$ cat config.mk
export PLATFORM = sky130hd
export DESIGN_NAME = eie_top
export DESIGN_NICKNAME = d
export VERILOG_FILES = /design/src/hdl/eie_pkg.sv /design/src/hdl/eie_edge_det.sv /design/src/hdl/eie_sticky.sv /design/src/hdl/eie_top.sv
export VERILOG_INCLUDE_DIRS = /design/src /design/src/hdl
export SDC_FILE = /design/constraint.sdc
export NUM_CORES = 1
export LEC_CHECK = 0
export BUFFER_PORTS_ARGS = -buffer_cell sky130_fd_sc_hd__clkbuf_2
export CAP_MARGIN = 40
export CORE_UTILIZATION = 55
export DETAILED_ROUTE_END_ITERATION = 16
export PLACE_DENSITY = 0.82
export SLEW_MARGIN = 15
export SYNTH_ARGS = -nofsm -noshare
export SYNTH_HDL_FRONTEND = slang
export SYNTH_SLANG_ARGS = --single-unit
export TNS_END_PERCENT = 20
$ cat constraint.sdc
create_clock -name sys_clk -period 1.8 [get_ports sys_clk]
set_input_delay 0.27 -clock sys_clk [delete_from_list [all_inputs] [get_ports sys_clk]]
set_output_delay 0.27 -clock sys_clk [all_outputs]
set_load 0.1 [all_outputs]
$ cat src/hdl/eie_params.svh
`ifndef EIE_PARAMS_SVH
`define EIE_PARAMS_SVH

// Register offsets on the plain register port
`define EIE_ADDR_W 3
`define EIE_OFS_EDGE_PRI 3'h0
`define EIE_OFS_EDGE_WAKE 3'h1
`define EIE_OFS_ENABLE 3'h2
`define EIE_OFS_REQ_FLAG 3'h3
`define EIE_OFS_WAKE_FLAG 3'h4
`define EIE_OFS_EVT_STAT 3'h5
`define EIE_OFS_EVT_MASK 3'h6

// Field positions
`define EIE_BIT_NMI_EDGE 7
`define EIE_BIT_DT_EN 7
`define EIE_BIT_TA_EN 6
`define EIE_BIT_WAKE_EN 5
`define EIE_BIT_DT_FLAG 7
`define EIE_BIT_TA_FLAG 6
`define EIE_NUM_REQ 4
`define EIE_NUM_WAKE 6
`define EIE_WAKE_CONV 5
`define EIE_NUM_EVT 4

// Event status bit positions
`define EIE_EVT_NMI 0
`define EIE_EVT_CONV 1
`define EIE_EVT_REQ 2
`define EIE_EVT_WAKE 3

// Reserved bits that read as one
`define EIE_RSV_EDGE_PRI 8'h70
`define EIE_RSV_EDGE_WAKE 8'hc0
`define EIE_RSV_ENABLE 8'h10
`define EIE_RSV_REQ_FLAG 8'h30
`define EIE_RSV_WAKE_FLAG 8'hc0

// Reset values of the stored fields, and the read data of unmapped offsets
`define EIE_RST_SEL 1'b0
`define EIE_RST_EN 1'b0
`define EIE_RDATA_UNMAPPED 8'h00

`endif

$ cat src/hdl/eie_pkg.sv
package eie_pkg;

    typedef struct packed {
        logic nmi;
        logic dt;
        logic ta;
        logic wake;
        logic [3:0] req_pin;
    } eie_cpu_req_t;

    typedef struct packed {
        logic [2:0] addr;
        logic [7:0] wdata;
        logic wr;
        logic rd;
    } eie_bus_t;

endpackage : eie_pkg

$ cat src/hdl/eie_edge_det.sv
`timescale 1ns/1ps

module eie_edge_det #(
    parameter int W = 1
) (
    input wire logic sys_clk,
    input wire logic srst,
    input wire logic [W-1:0] pin,
    input wire logic [W-1:0] sel,
    output logic [W-1:0] evt
);

    logic [W-1:0] prev_r;
    logic armed_r;

    // Previous pin level, compared only once it holds a real sample
    always_ff @(posedge sys_clk) begin
        if (srst) begin
            prev_r <= '0;
            armed_r <= 1'b0;
        end else begin
            prev_r <= pin;
            armed_r <= 1'b1;
        end
    end

    // Sel 1 keeps rising edges, sel 0 keeps falling edges
    always_comb begin
        evt = armed_r ? ((pin ^ prev_r) & ~(pin ^ sel)) : '0;
    end

endmodule : eie_edge_det

$ cat src/hdl/eie_sticky.sv
`timescale 1ns/1ps

module eie_sticky #(
    parameter int W = 1
) (
    input wire logic sys_clk,
    input wire logic srst,
    input wire logic [W-1:0] set,
    input wire logic [W-1:0] clr,
    output logic [W-1:0] q
);

    logic [W-1:0] q_r;

    // Set wins over a clear in the same cycle
    always_ff @(posedge sys_clk) begin
        if (srst) begin
            q_r <= '0;
        end else begin
            q_r <= (q_r & ~clr) | set;
        end
    end

    assign q = q_r;

endmodule : eie_sticky

$ cat src/hdl/eie_top.sv
// Notes on behaviour
// - Bit 7 of the primary edge select picks the non-maskable pin edge, 0 falling, 1 rising.
// - Bits 3..0 of the primary edge select pick each request pin edge, 0 falling, 1 rising.
// - Primary bits 6..4 and wakeup bits 7..6 are reserved, read as 1 and ignore writes.
// - Bits 5..0 of the wakeup edge select pick each wakeup pin edge, 0 falling, 1 rising.
// - The wakeup pin 5 edge bit also sets the edge of the converter trigger on that pin.
// - Enable bit 7 lets direct-transition requests reach the CPU only while it is 1.
// - Enable bit 6 lets the timer A overflow request through only while it is 1.
// - Enable bit 5 is one enable shared by all six wakeup pins.
// - Enable bits 3..0 each let the matching request pin through when 1 and block it when 0.
// - Enable bit 4 is reserved, reads as 1 and ignores writes.
// - A request that meets a flag clear in the same cycle is kept and taken afterwards.
// - A pin flag sets on the selected edge, the DT and TA flags while their event input is 1; each clears only when software writes 0 to it.
// - All maskable requests on cpu_req are held off while the CPU mask bit is 1; irq_out ignores it.
`timescale 1ns/1ps
`include "eie_params.svh"

module eie_top (
    input wire logic sys_clk,
    input wire logic srst,
    input wire logic [`EIE_ADDR_W-1:0] bus_addr,
    input wire logic [7:0] bus_wdata,
    input wire logic bus_wr,
    input wire logic bus_rd,
    output logic [7:0] bus_rdata,
    input wire logic cpu_mask,
    input wire logic nmi_pin,
    input wire logic [`EIE_NUM_REQ-1:0] ext_req_pin,
    input wire logic [`EIE_NUM_WAKE-1:0] wake_pin,
    input wire logic dt_event,
    input wire logic timer_a_ovf,
    output eie_pkg::eie_cpu_req_t cpu_req,
    output logic conv_trig,
    output logic irq_out
);

    eie_pkg::eie_bus_t bus;
    logic nonmaskable_edge_sel_r;
    logic [`EIE_NUM_REQ-1:0] req_pin_edge_sel_r;
    logic [`EIE_NUM_WAKE-1:0] wake_edge_sel_r;
    logic direct_transition_en_r;
    logic timer_a_ovf_en_r;
    logic wake_common_en_r;
    logic [`EIE_NUM_REQ-1:0] req_pin_en_r;
    logic [`EIE_NUM_EVT-1:0] evt_mask_r;
    logic [7:0] rdata_r;
    logic [7:0] rdata_nxt;
    eie_pkg::eie_cpu_req_t cpu_req_r;
    eie_pkg::eie_cpu_req_t cpu_req_nxt;
    logic conv_trig_r;
    logic irq_out_r;
    logic nmi_evt;
    logic [`EIE_NUM_REQ-1:0] req_evt;
    logic [`EIE_NUM_WAKE-1:0] wake_evt;
    logic wr_req_flag;
    logic wr_wake_flag;
    logic wr_evt_stat;
    logic [5:0] req_set;
    logic [5:0] req_clr;
    logic [5:0] req_q;
    logic [`EIE_NUM_WAKE-1:0] wake_clr;
    logic [`EIE_NUM_WAKE-1:0] wake_q;
    logic [`EIE_NUM_EVT-1:0] evt_set;
    logic [`EIE_NUM_EVT-1:0] evt_clr;
    logic [`EIE_NUM_EVT-1:0] evt_q;
    logic [`EIE_NUM_REQ-1:0] req_flag;
    logic dt_flag;
    logic ta_flag;

    assign bus = '{addr: bus_addr, wdata: bus_wdata, wr: bus_wr, rd: bus_rd};

    eie_edge_det #(.W(1)) u_nmi_det (
        .sys_clk(sys_clk),
        .srst(srst),
        .pin(nmi_pin),
        .sel(nonmaskable_edge_sel_r),
        .evt(nmi_evt)
    );

    eie_edge_det #(.W(`EIE_NUM_REQ)) u_req_det (
        .sys_clk(sys_clk),
        .srst(srst),
        .pin(ext_req_pin),
        .sel(req_pin_edge_sel_r),
        .evt(req_evt)
    );

    eie_edge_det #(.W(`EIE_NUM_WAKE)) u_wake_det (
        .sys_clk(sys_clk),
        .srst(srst),
        .pin(wake_pin),
        .sel(wake_edge_sel_r),
        .evt(wake_evt)
    );

    assign wr_req_flag = bus.wr && (bus.addr == `EIE_OFS_REQ_FLAG);
    assign wr_wake_flag = bus.wr && (bus.addr == `EIE_OFS_WAKE_FLAG);
    assign wr_evt_stat = bus.wr && (bus.addr == `EIE_OFS_EVT_STAT);

    // Edge select register writes, reserved bits not stored
    always_ff @(posedge sys_clk) begin
        if (srst) begin
            nonmaskable_edge_sel_r <= `EIE_RST_SEL;
            req_pin_edge_sel_r <= '0;
            wake_edge_sel_r <= '0;
        end else begin
            if (bus.wr && bus.addr == `EIE_OFS_EDGE_PRI) begin
                nonmaskable_edge_sel_r <= bus.wdata[`EIE_BIT_NMI_EDGE];
                req_pin_edge_sel_r <= bus.wdata[`EIE_NUM_REQ-1:0];
            end
            if (bus.wr && bus.addr == `EIE_OFS_EDGE_WAKE) begin
                wake_edge_sel_r <= bus.wdata[`EIE_NUM_WAKE-1:0];
            end
        end
    end

    // Enable register writes
    always_ff @(posedge sys_clk) begin
        if (srst) begin
            direct_transition_en_r <= `EIE_RST_EN;
            timer_a_ovf_en_r <= `EIE_RST_EN;
            wake_common_en_r <= `EIE_RST_EN;
            req_pin_en_r <= '0;
        end else if (bus.wr && bus.addr == `EIE_OFS_ENABLE) begin
            direct_transition_en_r <= bus.wdata[`EIE_BIT_DT_EN];
            timer_a_ovf_en_r <= bus.wdata[`EIE_BIT_TA_EN];
            wake_common_en_r <= bus.wdata[`EIE_BIT_WAKE_EN];
            req_pin_en_r <= bus.wdata[`EIE_NUM_REQ-1:0];
        end
    end

    // Event mask register
    always_ff @(posedge sys_clk) begin
        if (srst) begin
            evt_mask_r <= '0;
        end else if (bus.wr && bus.addr == `EIE_OFS_EVT_MASK) begin
            evt_mask_r <= bus.wdata[`EIE_NUM_EVT-1:0];
        end
    end

    // flags set on pin edge or dt_event/timer_a_ovf high, cleared by writing 0
    assign req_set = {dt_event, timer_a_ovf, req_evt};
    assign req_clr = wr_req_flag ? ~{bus.wdata[`EIE_BIT_DT_FLAG], bus.wdata[`EIE_BIT_TA_FLAG],
                                     bus.wdata[`EIE_NUM_REQ-1:0]} : 6'h00;
    assign wake_clr = wr_wake_flag ? ~bus.wdata[`EIE_NUM_WAKE-1:0] : 6'h00;

    eie_sticky #(.W(6)) u_req_flags (
        .sys_clk(sys_clk),
        .srst(srst),
        .set(req_set),
        .clr(req_clr),
        .q(req_q)
    );

    eie_sticky #(.W(`EIE_NUM_WAKE)) u_wake_flags (
        .sys_clk(sys_clk),
        .srst(srst),
        .set(wake_evt),
        .clr(wake_clr),
        .q(wake_q)
    );

    assign dt_flag = req_q[5];
    assign ta_flag = req_q[4];
    assign req_flag = req_q[`EIE_NUM_REQ-1:0];

    // Event status, write one to clear
    always_comb begin
        evt_set = '0;
        evt_set[`EIE_EVT_NMI] = nmi_evt;
        evt_set[`EIE_EVT_CONV] = wake_evt[`EIE_WAKE_CONV];
        evt_set[`EIE_EVT_REQ] = |req_evt;
        evt_set[`EIE_EVT_WAKE] = |wake_evt;
    end

    assign evt_clr = wr_evt_stat ? bus.wdata[`EIE_NUM_EVT-1:0] : '0;

    eie_sticky #(.W(`EIE_NUM_EVT)) u_evt_stat (
        .sys_clk(sys_clk),
        .srst(srst),
        .set(evt_set),
        .clr(evt_clr),
        .q(evt_q)
    );

    // Requests toward the CPU
    always_comb begin
        cpu_req_nxt.nmi = nmi_evt;
        cpu_req_nxt.dt = dt_flag && direct_transition_en_r && !cpu_mask;
        cpu_req_nxt.ta = ta_flag && timer_a_ovf_en_r && !cpu_mask;
        cpu_req_nxt.wake = (|wake_q) && wake_common_en_r && !cpu_mask;
        cpu_req_nxt.req_pin = req_flag & req_pin_en_r & {`EIE_NUM_REQ{!cpu_mask}};
    end

    always_ff @(posedge sys_clk) begin
        if (srst) begin
            cpu_req_r <= '0;
        end else begin
            cpu_req_r <= cpu_req_nxt;
        end
    end

    // converter trigger on wake pin 5 edge
    always_ff @(posedge sys_clk) begin
        if (srst) begin
            conv_trig_r <= 1'b0;
        end else begin
            conv_trig_r <= wake_evt[`EIE_WAKE_CONV];
        end
    end

    always_ff @(posedge sys_clk) begin
        if (srst) begin
            irq_out_r <= 1'b0;
        end else begin
            irq_out_r <= |((evt_q | evt_set) & ~evt_clr & evt_mask_r)
                         || |(evt_set & evt_mask_r);
        end
    end

    // Read mux
    always_comb begin
        rdata_nxt = `EIE_RDATA_UNMAPPED;
        unique case (bus.addr)
            `EIE_OFS_EDGE_PRI: begin
                rdata_nxt = `EIE_RSV_EDGE_PRI;
                rdata_nxt[`EIE_BIT_NMI_EDGE] = nonmaskable_edge_sel_r;
                rdata_nxt[`EIE_NUM_REQ-1:0] = req_pin_edge_sel_r;
            end
            `EIE_OFS_EDGE_WAKE: begin
                rdata_nxt = `EIE_RSV_EDGE_WAKE;
                rdata_nxt[`EIE_NUM_WAKE-1:0] = wake_edge_sel_r;
            end
            `EIE_OFS_ENABLE: begin
                rdata_nxt = `EIE_RSV_ENABLE;
                rdata_nxt[`EIE_BIT_DT_EN] = direct_transition_en_r;
                rdata_nxt[`EIE_BIT_TA_EN] = timer_a_ovf_en_r;
                rdata_nxt[`EIE_BIT_WAKE_EN] = wake_common_en_r;
                rdata_nxt[`EIE_NUM_REQ-1:0] = req_pin_en_r;
            end
            `EIE_OFS_REQ_FLAG: begin
                rdata_nxt = `EIE_RSV_REQ_FLAG;
                rdata_nxt[`EIE_BIT_DT_FLAG] = dt_flag;
                rdata_nxt[`EIE_BIT_TA_FLAG] = ta_flag;
                rdata_nxt[`EIE_NUM_REQ-1:0] = req_flag;
            end
            `EIE_OFS_WAKE_FLAG: begin
                rdata_nxt = `EIE_RSV_WAKE_FLAG;
                rdata_nxt[`EIE_NUM_WAKE-1:0] = wake_q;
            end
            `EIE_OFS_EVT_STAT: begin
                rdata_nxt[`EIE_NUM_EVT-1:0] = evt_q;
            end
            `EIE_OFS_EVT_MASK: begin
                rdata_nxt[`EIE_NUM_EVT-1:0] = evt_mask_r;
            end
            default: begin
                rdata_nxt = `EIE_RDATA_UNMAPPED;
            end
        endcase
    end

    // Read data stands only in the cycle after the strobe
    always_ff @(posedge sys_clk) begin
        if (srst) begin
            rdata_r <= '0;
        end else if (bus.rd) begin
            rdata_r <= rdata_nxt;
        end else begin
            rdata_r <= '0;
        end
    end

    assign bus_rdata = rdata_r;
    assign cpu_req = cpu_req_r;
    assign conv_trig = conv_trig_r;
    assign irq_out = irq_out_r;

    logic armed_q;

    always_ff @(posedge sys_clk) begin
        if (srst) begin
            armed_q <= 1'b0;
        end else begin
            armed_q <= 1'b1;
        end
    end
endmodule : eie_top

After elaboration in Yosys (flattened, before gate mapping)

Cells that the tools add are included.

Output and inout bits: 18
Input bits: 29
Bits in registers: 68
Logic and storage cells: 90

Bitwise gates (word level): 30
Equality and inequality tests: 6
Reductions and logical operators: 22
Multiplexer cells: 9

Operators with widths:

| operator                                       | count |
|---|---|
| inverter 6 bit                                 | 5 |
| bitwise AND 4 bit                              | 7 |
| one-hot mux 4 bit (7 select lines)             | 1 |
| one-hot mux 4 bit (5 select lines)             | 1 |
| bitwise AND 6 bit                              | 3 |
| 2-to-1 mux 6 bit                               | 3 |
| logical AND 1 bit                              | 13 |
| OR 6 bit                                       | 2 |
| OR reduction 4 bit                             | 3 |
| OR reduction 6 bit                             | 2 |
| bitwise XOR 6 bit                              | 2 |
| == test 3 bit (second input constant)          | 3 |
| 2-to-1 mux 4 bit                               | 2 |
| inverter 4 bit                                 | 2 |
| OR 4 bit                                       | 2 |
| bitwise XOR 4 bit                              | 2 |
| == test 3 x 2 -> 1 bit (second input constant) | 2 |
| == test 3 x 1 -> 1 bit (second input constant) | 1 |
| logical NOT 3 bit                              | 1 |
| 2-to-1 mux 1 bit                               | 2 |
| inverter 1 bit                                 | 2 |
| OR reduction 2 bit                             | 1 |
| bitwise XOR 1 bit                              | 2 |
| bitwise AND 1 bit                              | 1 |
| 2 further kinds                                | 2 |

Depth between registers and ports, before layout

Depth in word-level cells: 10
Gate-level depth with buffers: 7
Depth with buffers taken out: 5

Hierarchy

From an unflattened synthesis, not the netlist that was laid out.

Cells, all modules: 338
Area total of the unflattened synthesis: 3246.9 µm²

By module, submodules not included:

| module                       | seq. area each (µm²) | instances | cells each | area an instance (µm²) |
|---|---|---|---|---|
| eie_top                      | 800.8                | 1         | 211        | 1938.1 |
| eie_sticky (u_req_flags ...) | 120.1                | 2         | 24         | 255.2 |
| eie_edge_det (u_wake_det)    | 140.1                | 1         | 33         | 336.6 |
| eie_edge_det (u_req_det)     | 100.1                | 1         | 23         | 246.5 |
| eie_sticky (u_evt_stat)      | 80.1                 | 1         | 16         | 140.1 |
| eie_edge_det (u_nmi_det)     | 40.0                 | 1         | 7          | 75.1 |

Worst setup path after synthesis

OpenSTA, ideal clock, no wires.

Path kind: input-to-reg
Start point: input bus_addr[1]
End point: register irq_out_r, in the netlist irq_out
Stages on the path: 6
Arrival time: 1.354 ns
Library setup time: 0.122 ns
Setup slack: 0.324 ns
Buffers on the path: 1
Data required time: 1.678 ns
Cell sequence: buf_6 -> and4b_2 -> nand2_1 -> a31o_1 -> a22o_1 -> a221o_1

Cells in the longest elaborated chain, start to end: 8

Ends and longest elaborated chain:

| element                        | RTL line       | source |
|---|---|---|
| start, declared                | eie_top.sv:21  | `` input wire logic [`EIE_ADDR_W-1:0] bus_addr, `` |
| == test 3 bit                  | -              |  |
| logical AND 1 bit              | eie_top.sv:98  | `` assign wr_evt_stat = bus.wr && (bus.addr == `EIE_OFS_EVT_STAT); `` |
| 2-to-1 mux 4 bit               | eie_top.sv:176 | `` assign evt_clr = wr_evt_stat ? bus.wdata[`EIE_NUM_EVT-1:0] : '0; `` |
| inverter 4 bit                 | eie_top.sv:216 | `irq_out_r <= \|((evt_q \| evt_set) & ~evt_clr & evt_mask_r)` |
| bitwise AND 4 bit (2 in a row) | eie_top.sv:216 |  |
| OR reduction 4 bit             | eie_top.sv:216 |  |
| logical OR 1 bit               | eie_top.sv:217 | `\|\| \|(evt_set & evt_mask_r);` |
| end signal, assigned           | eie_top.sv:216 |  |
| end, declared                  | eie_top.sv:51  | `logic irq_out_r;` |

No other way between the ends.
A chain may end at the register's enable or synchronous reset.

Final worst setup path

Start point: register wake_edge_sel_r[2]
End point: register irq_out_r, in the netlist irq_out

Cells in the longest elaborated chain, start to end: 10
Elaborated cells between the ends (all ways): 12
Those cells by class: mux (1); bitwise (7); reduce/logical (4)

Ends and longest elaborated chain:

| element                        | RTL line           | source |
|---|---|---|
| start, declared                | eie_top.sv:40      | `` logic [`EIE_NUM_WAKE-1:0] wake_edge_sel_r; `` |
| start signal, assigned         | eie_top.sv:112     | `` wake_edge_sel_r <= bus.wdata[`EIE_NUM_WAKE-1:0]; `` |
| bitwise XOR 6 bit *            | eie_edge_det.sv:29 | `evt = armed_r ? ((pin ^ prev_r) & ~(pin ^ sel)) : '0;` |
| inverter 6 bit *               | eie_edge_det.sv:29 |  |
| bitwise AND 6 bit *            | eie_edge_det.sv:29 |  |
| 2-to-1 mux 6 bit *             | eie_edge_det.sv:29 |  |
| OR reduction 6 bit *           | eie_top.sv:173     | `` evt_set[`EIE_EVT_WAKE] = \|wake_evt; `` |
| OR 4 bit                       | eie_top.sv:216     |  |
| bitwise AND 4 bit (2 in a row) | eie_top.sv:216     |  |
| OR reduction 4 bit             | eie_top.sv:216     |  |
| logical OR 1 bit *             | eie_top.sv:217     |  |

Every way passes the cells marked *; elsewhere a longest branch is shown, timed or not.

==> out/qor.yml <==
worst_setup_path:
  cp_cell_sequence: "and3b_1 > o21ai_0 > and4_1 > a41oi_1 > a221o_1"
  crit_type: "reg -> reg"
  start_kind: "register"
  arrival_ps: 1910
  worst_path_max_delay_cell: "dfxtp_1"
  cp_max_fo: 4
  required_ps: 2030
  max_stage_delay_ps: 340
  cp-end-kind: "register"
logic_synthesis:
  synth_common_cells: "dfxtp_1 (68), nor2_1 (41), mux2i_1 (27)"
  ys.flop_type: "dfxtp_1"
  ys_ff_latch: 68
  synth_cells: 298
  yosys_warnings: 0
  syn-cell-area_um2: 2780
  avgSynthCellArea_um2: 9.31
  yosysTopAreaCellShare: 0.491
  yosysSeqAreaShare: 0.491
  yosys.cell_count.top_type: "dfxtp_1"
  yosys.cell_types.count: 44
  syn_nets: 327
  ys_async_sr_fraction: 0
  synth-edff-count: 0
  yosys-top-cells-area: "dfxtp_1 (49%), mux2i_1 (9.7%), nor2_1 (5.5%)"
  synth_top_cell_by_area: "dfxtp_1"
grt:
  grt_use_total: 0.275
  grt_max_degree: 34
  grt_pass1_vias: 2123
  grt_pass1_wl_um: 10600
  antenna_found_initial: 0
  grt.overflow.total: 0
place:
  placedInstanceArea_um2: 3100
  gp_congestion: 0.896
  hpwl_um: 4790
  numPortBuffers: 46
  place_inst: 405
detailed_routing:
  routed_wl_um: 6740
  drt_iter0_drc: 116
  wl_per_cell_um: 16.0
  drtPass1Iterations: 5
  ant_nets: 0
  routed_via_density: 5.58
  vias: 2343
  drc: 0
cells_and_area:
  num-nets-final: 378
  synthToLayoutAreaGrowth_pct: 18.2
  fin_cells: 420
  multi_input_area_um2: 1310
  final_area_um2: 3280
  regArea_um2: 1360
  antenna_cells: 0
  fillers: 397
  drive_gt1_frac: 0.212
clocking:
  cts_tree: "done"
  htreeDepth: 3
  clk_latency_ps: 340
  post-cts-setup-buffer-count: 0
  hold_buffers: 0
  clock_path_buffers: 2
  clk_pin_slew_worst_paths_ps: 70
  ctsResizeCount: 0
  cts_sinks: 68
  root_buffer: "clkbuf_8"
  cts_buffers: 9
power_and_ir_drop:
  leakagePower_nw: 1.40
  p_per_area_nw_per_um2: 945
  ir_drop_mv: 0.650
  total_power_mw: 3.10
sta:
  setup-violations-final: 0
  max_freq_ghz: 0.594
  period_share: 0.935
  hold_violations: 0
  maxSlewHeadroom: 0.634
  finalClockSkew_ps: 9.18
  tns_ps: 0
  tightest_slew_ps: 543
  final_max_slew_viol_count: 0
  post-route-min-period_ps: 1680
  rsz0062_at_grt: "no"
run_status:
  status: "finished clean"
die:
  die_w_um: 73.0
  num_io_pins: 47
  die_h_um: 73.0
  rows: 25
  coreArea_um2: 4790
  dieArea_um2: 5330
  start_util: 0.580
worst_hold_path:
  worstHoldPathType: "in -> reg"
job:
  cap_violations: 0
sequential cells by signal, summed over array words and instances, names as in the netlist, 4 cells and up:
name and flops:
evt_mask_r 4, req_pin_edge_sel_r 4, cpu_req 8, u_wake_flags.q 6
wake_edge_sel_r 6, req_pin_en_r 4, u_evt_stat.q 4, u_req_flags.q 6
bus_rdata 8, u_wake_det.prev_r 6, u_req_det.prev_r 4
critical path, delay by kind of cell, from the launching register on:
| kind | cells | cell delay [ps] |
|---|---|---|
| DFF | 1 | 340 |
| AOI/OAI and AO/OA | 3 | 790 |
| and+or+nand+nor | 2 | 440 |
layout make-up:
class	instances	area share
flip-flops and latches	68	0.415
multi-input cells	207	0.400
repair buffers	58	0.0977
clock buffers	13	0.0454
well taps	67	0.0256
clock inverters	2	0.0107
inverters	5	0.00572
per-layer routing:
layer  GRT usage  up-vias  routed length (um)  share of wire
met5           0        -                   0              0
met4       0.135        0                 198          0.029
met3      0.0635       20                 401          0.059
met2       0.419       79                3000           0.45
met1       0.366     1098                3140           0.47
li1            -     1146                   -              -
cell families after synthesis:
family | Yosys count | share of synthesized area
AND/OR/NAND/NOR | 111 | 0.212
buffers and inverters | 23 | 0.0370
AO/OA/AOI/OAI | 66 | 0.142
flip-flops | 68 | 0.491
multiplexers | 30 | 0.118
where the power goes:
part           leakage, nW  switching (mW)  internal (mW)
combinational        0.752           0.193          0.113
clock               0.0935           0.534          0.670
sequential           0.555          0.0339           1.55
worst paths after layout:
| check | from | to | slack (ps) | cells past startpoint |
|---|---|---|---|---|
| setup / recovery | wake_edge_sel_r[2]$_SDFFE_PP0P_ | irq_out$_SDFF_PP0_ | 120 | 5 |
| hold / removal | timer_a_ovf | u_req_flags.q[4]$_SDFF_PP0_ | 140 | 3 |
| setup reg to reg | wake_edge_sel_r[2]$_SDFFE_PP0P_ | irq_out$_SDFF_PP0_ | 120 | 5 |
| hold reg to reg | wake_common_en_r$_SDFFE_PP0P_ | cpu_req[4]$_SDFF_PP0_ | 480 | 1 |
per-stage QoR:
stage	hold WS, ps	utilization	setup slack [ps]
after floorplan	398	-	324
after global placement	470	0.647	201
after detailed placement	477	0.647	147
after CTS	137	0.685	150
after global routing	141	0.685	99.5
final	141	0.685	116
cell usage in the layout, fill, tap and decap left out, types with 5 or more instances in the layout:
master    netlist  layout
a21oi_1        18      18
and3_1          7       7
and3b_1         6       6
buf_4           0      12
clkbuf_2        1      46
clkbuf_8        0      10
dfxtp_1        68      68
inv_1           5       5
mux2i_1        27      27
nand2_1        16      16
nor2_1         41      41
nor2b_1        16      16
nor3b_1        11      11
o21ai_0        26      26
Note: power is estimated with default switching activity, not from simulation.
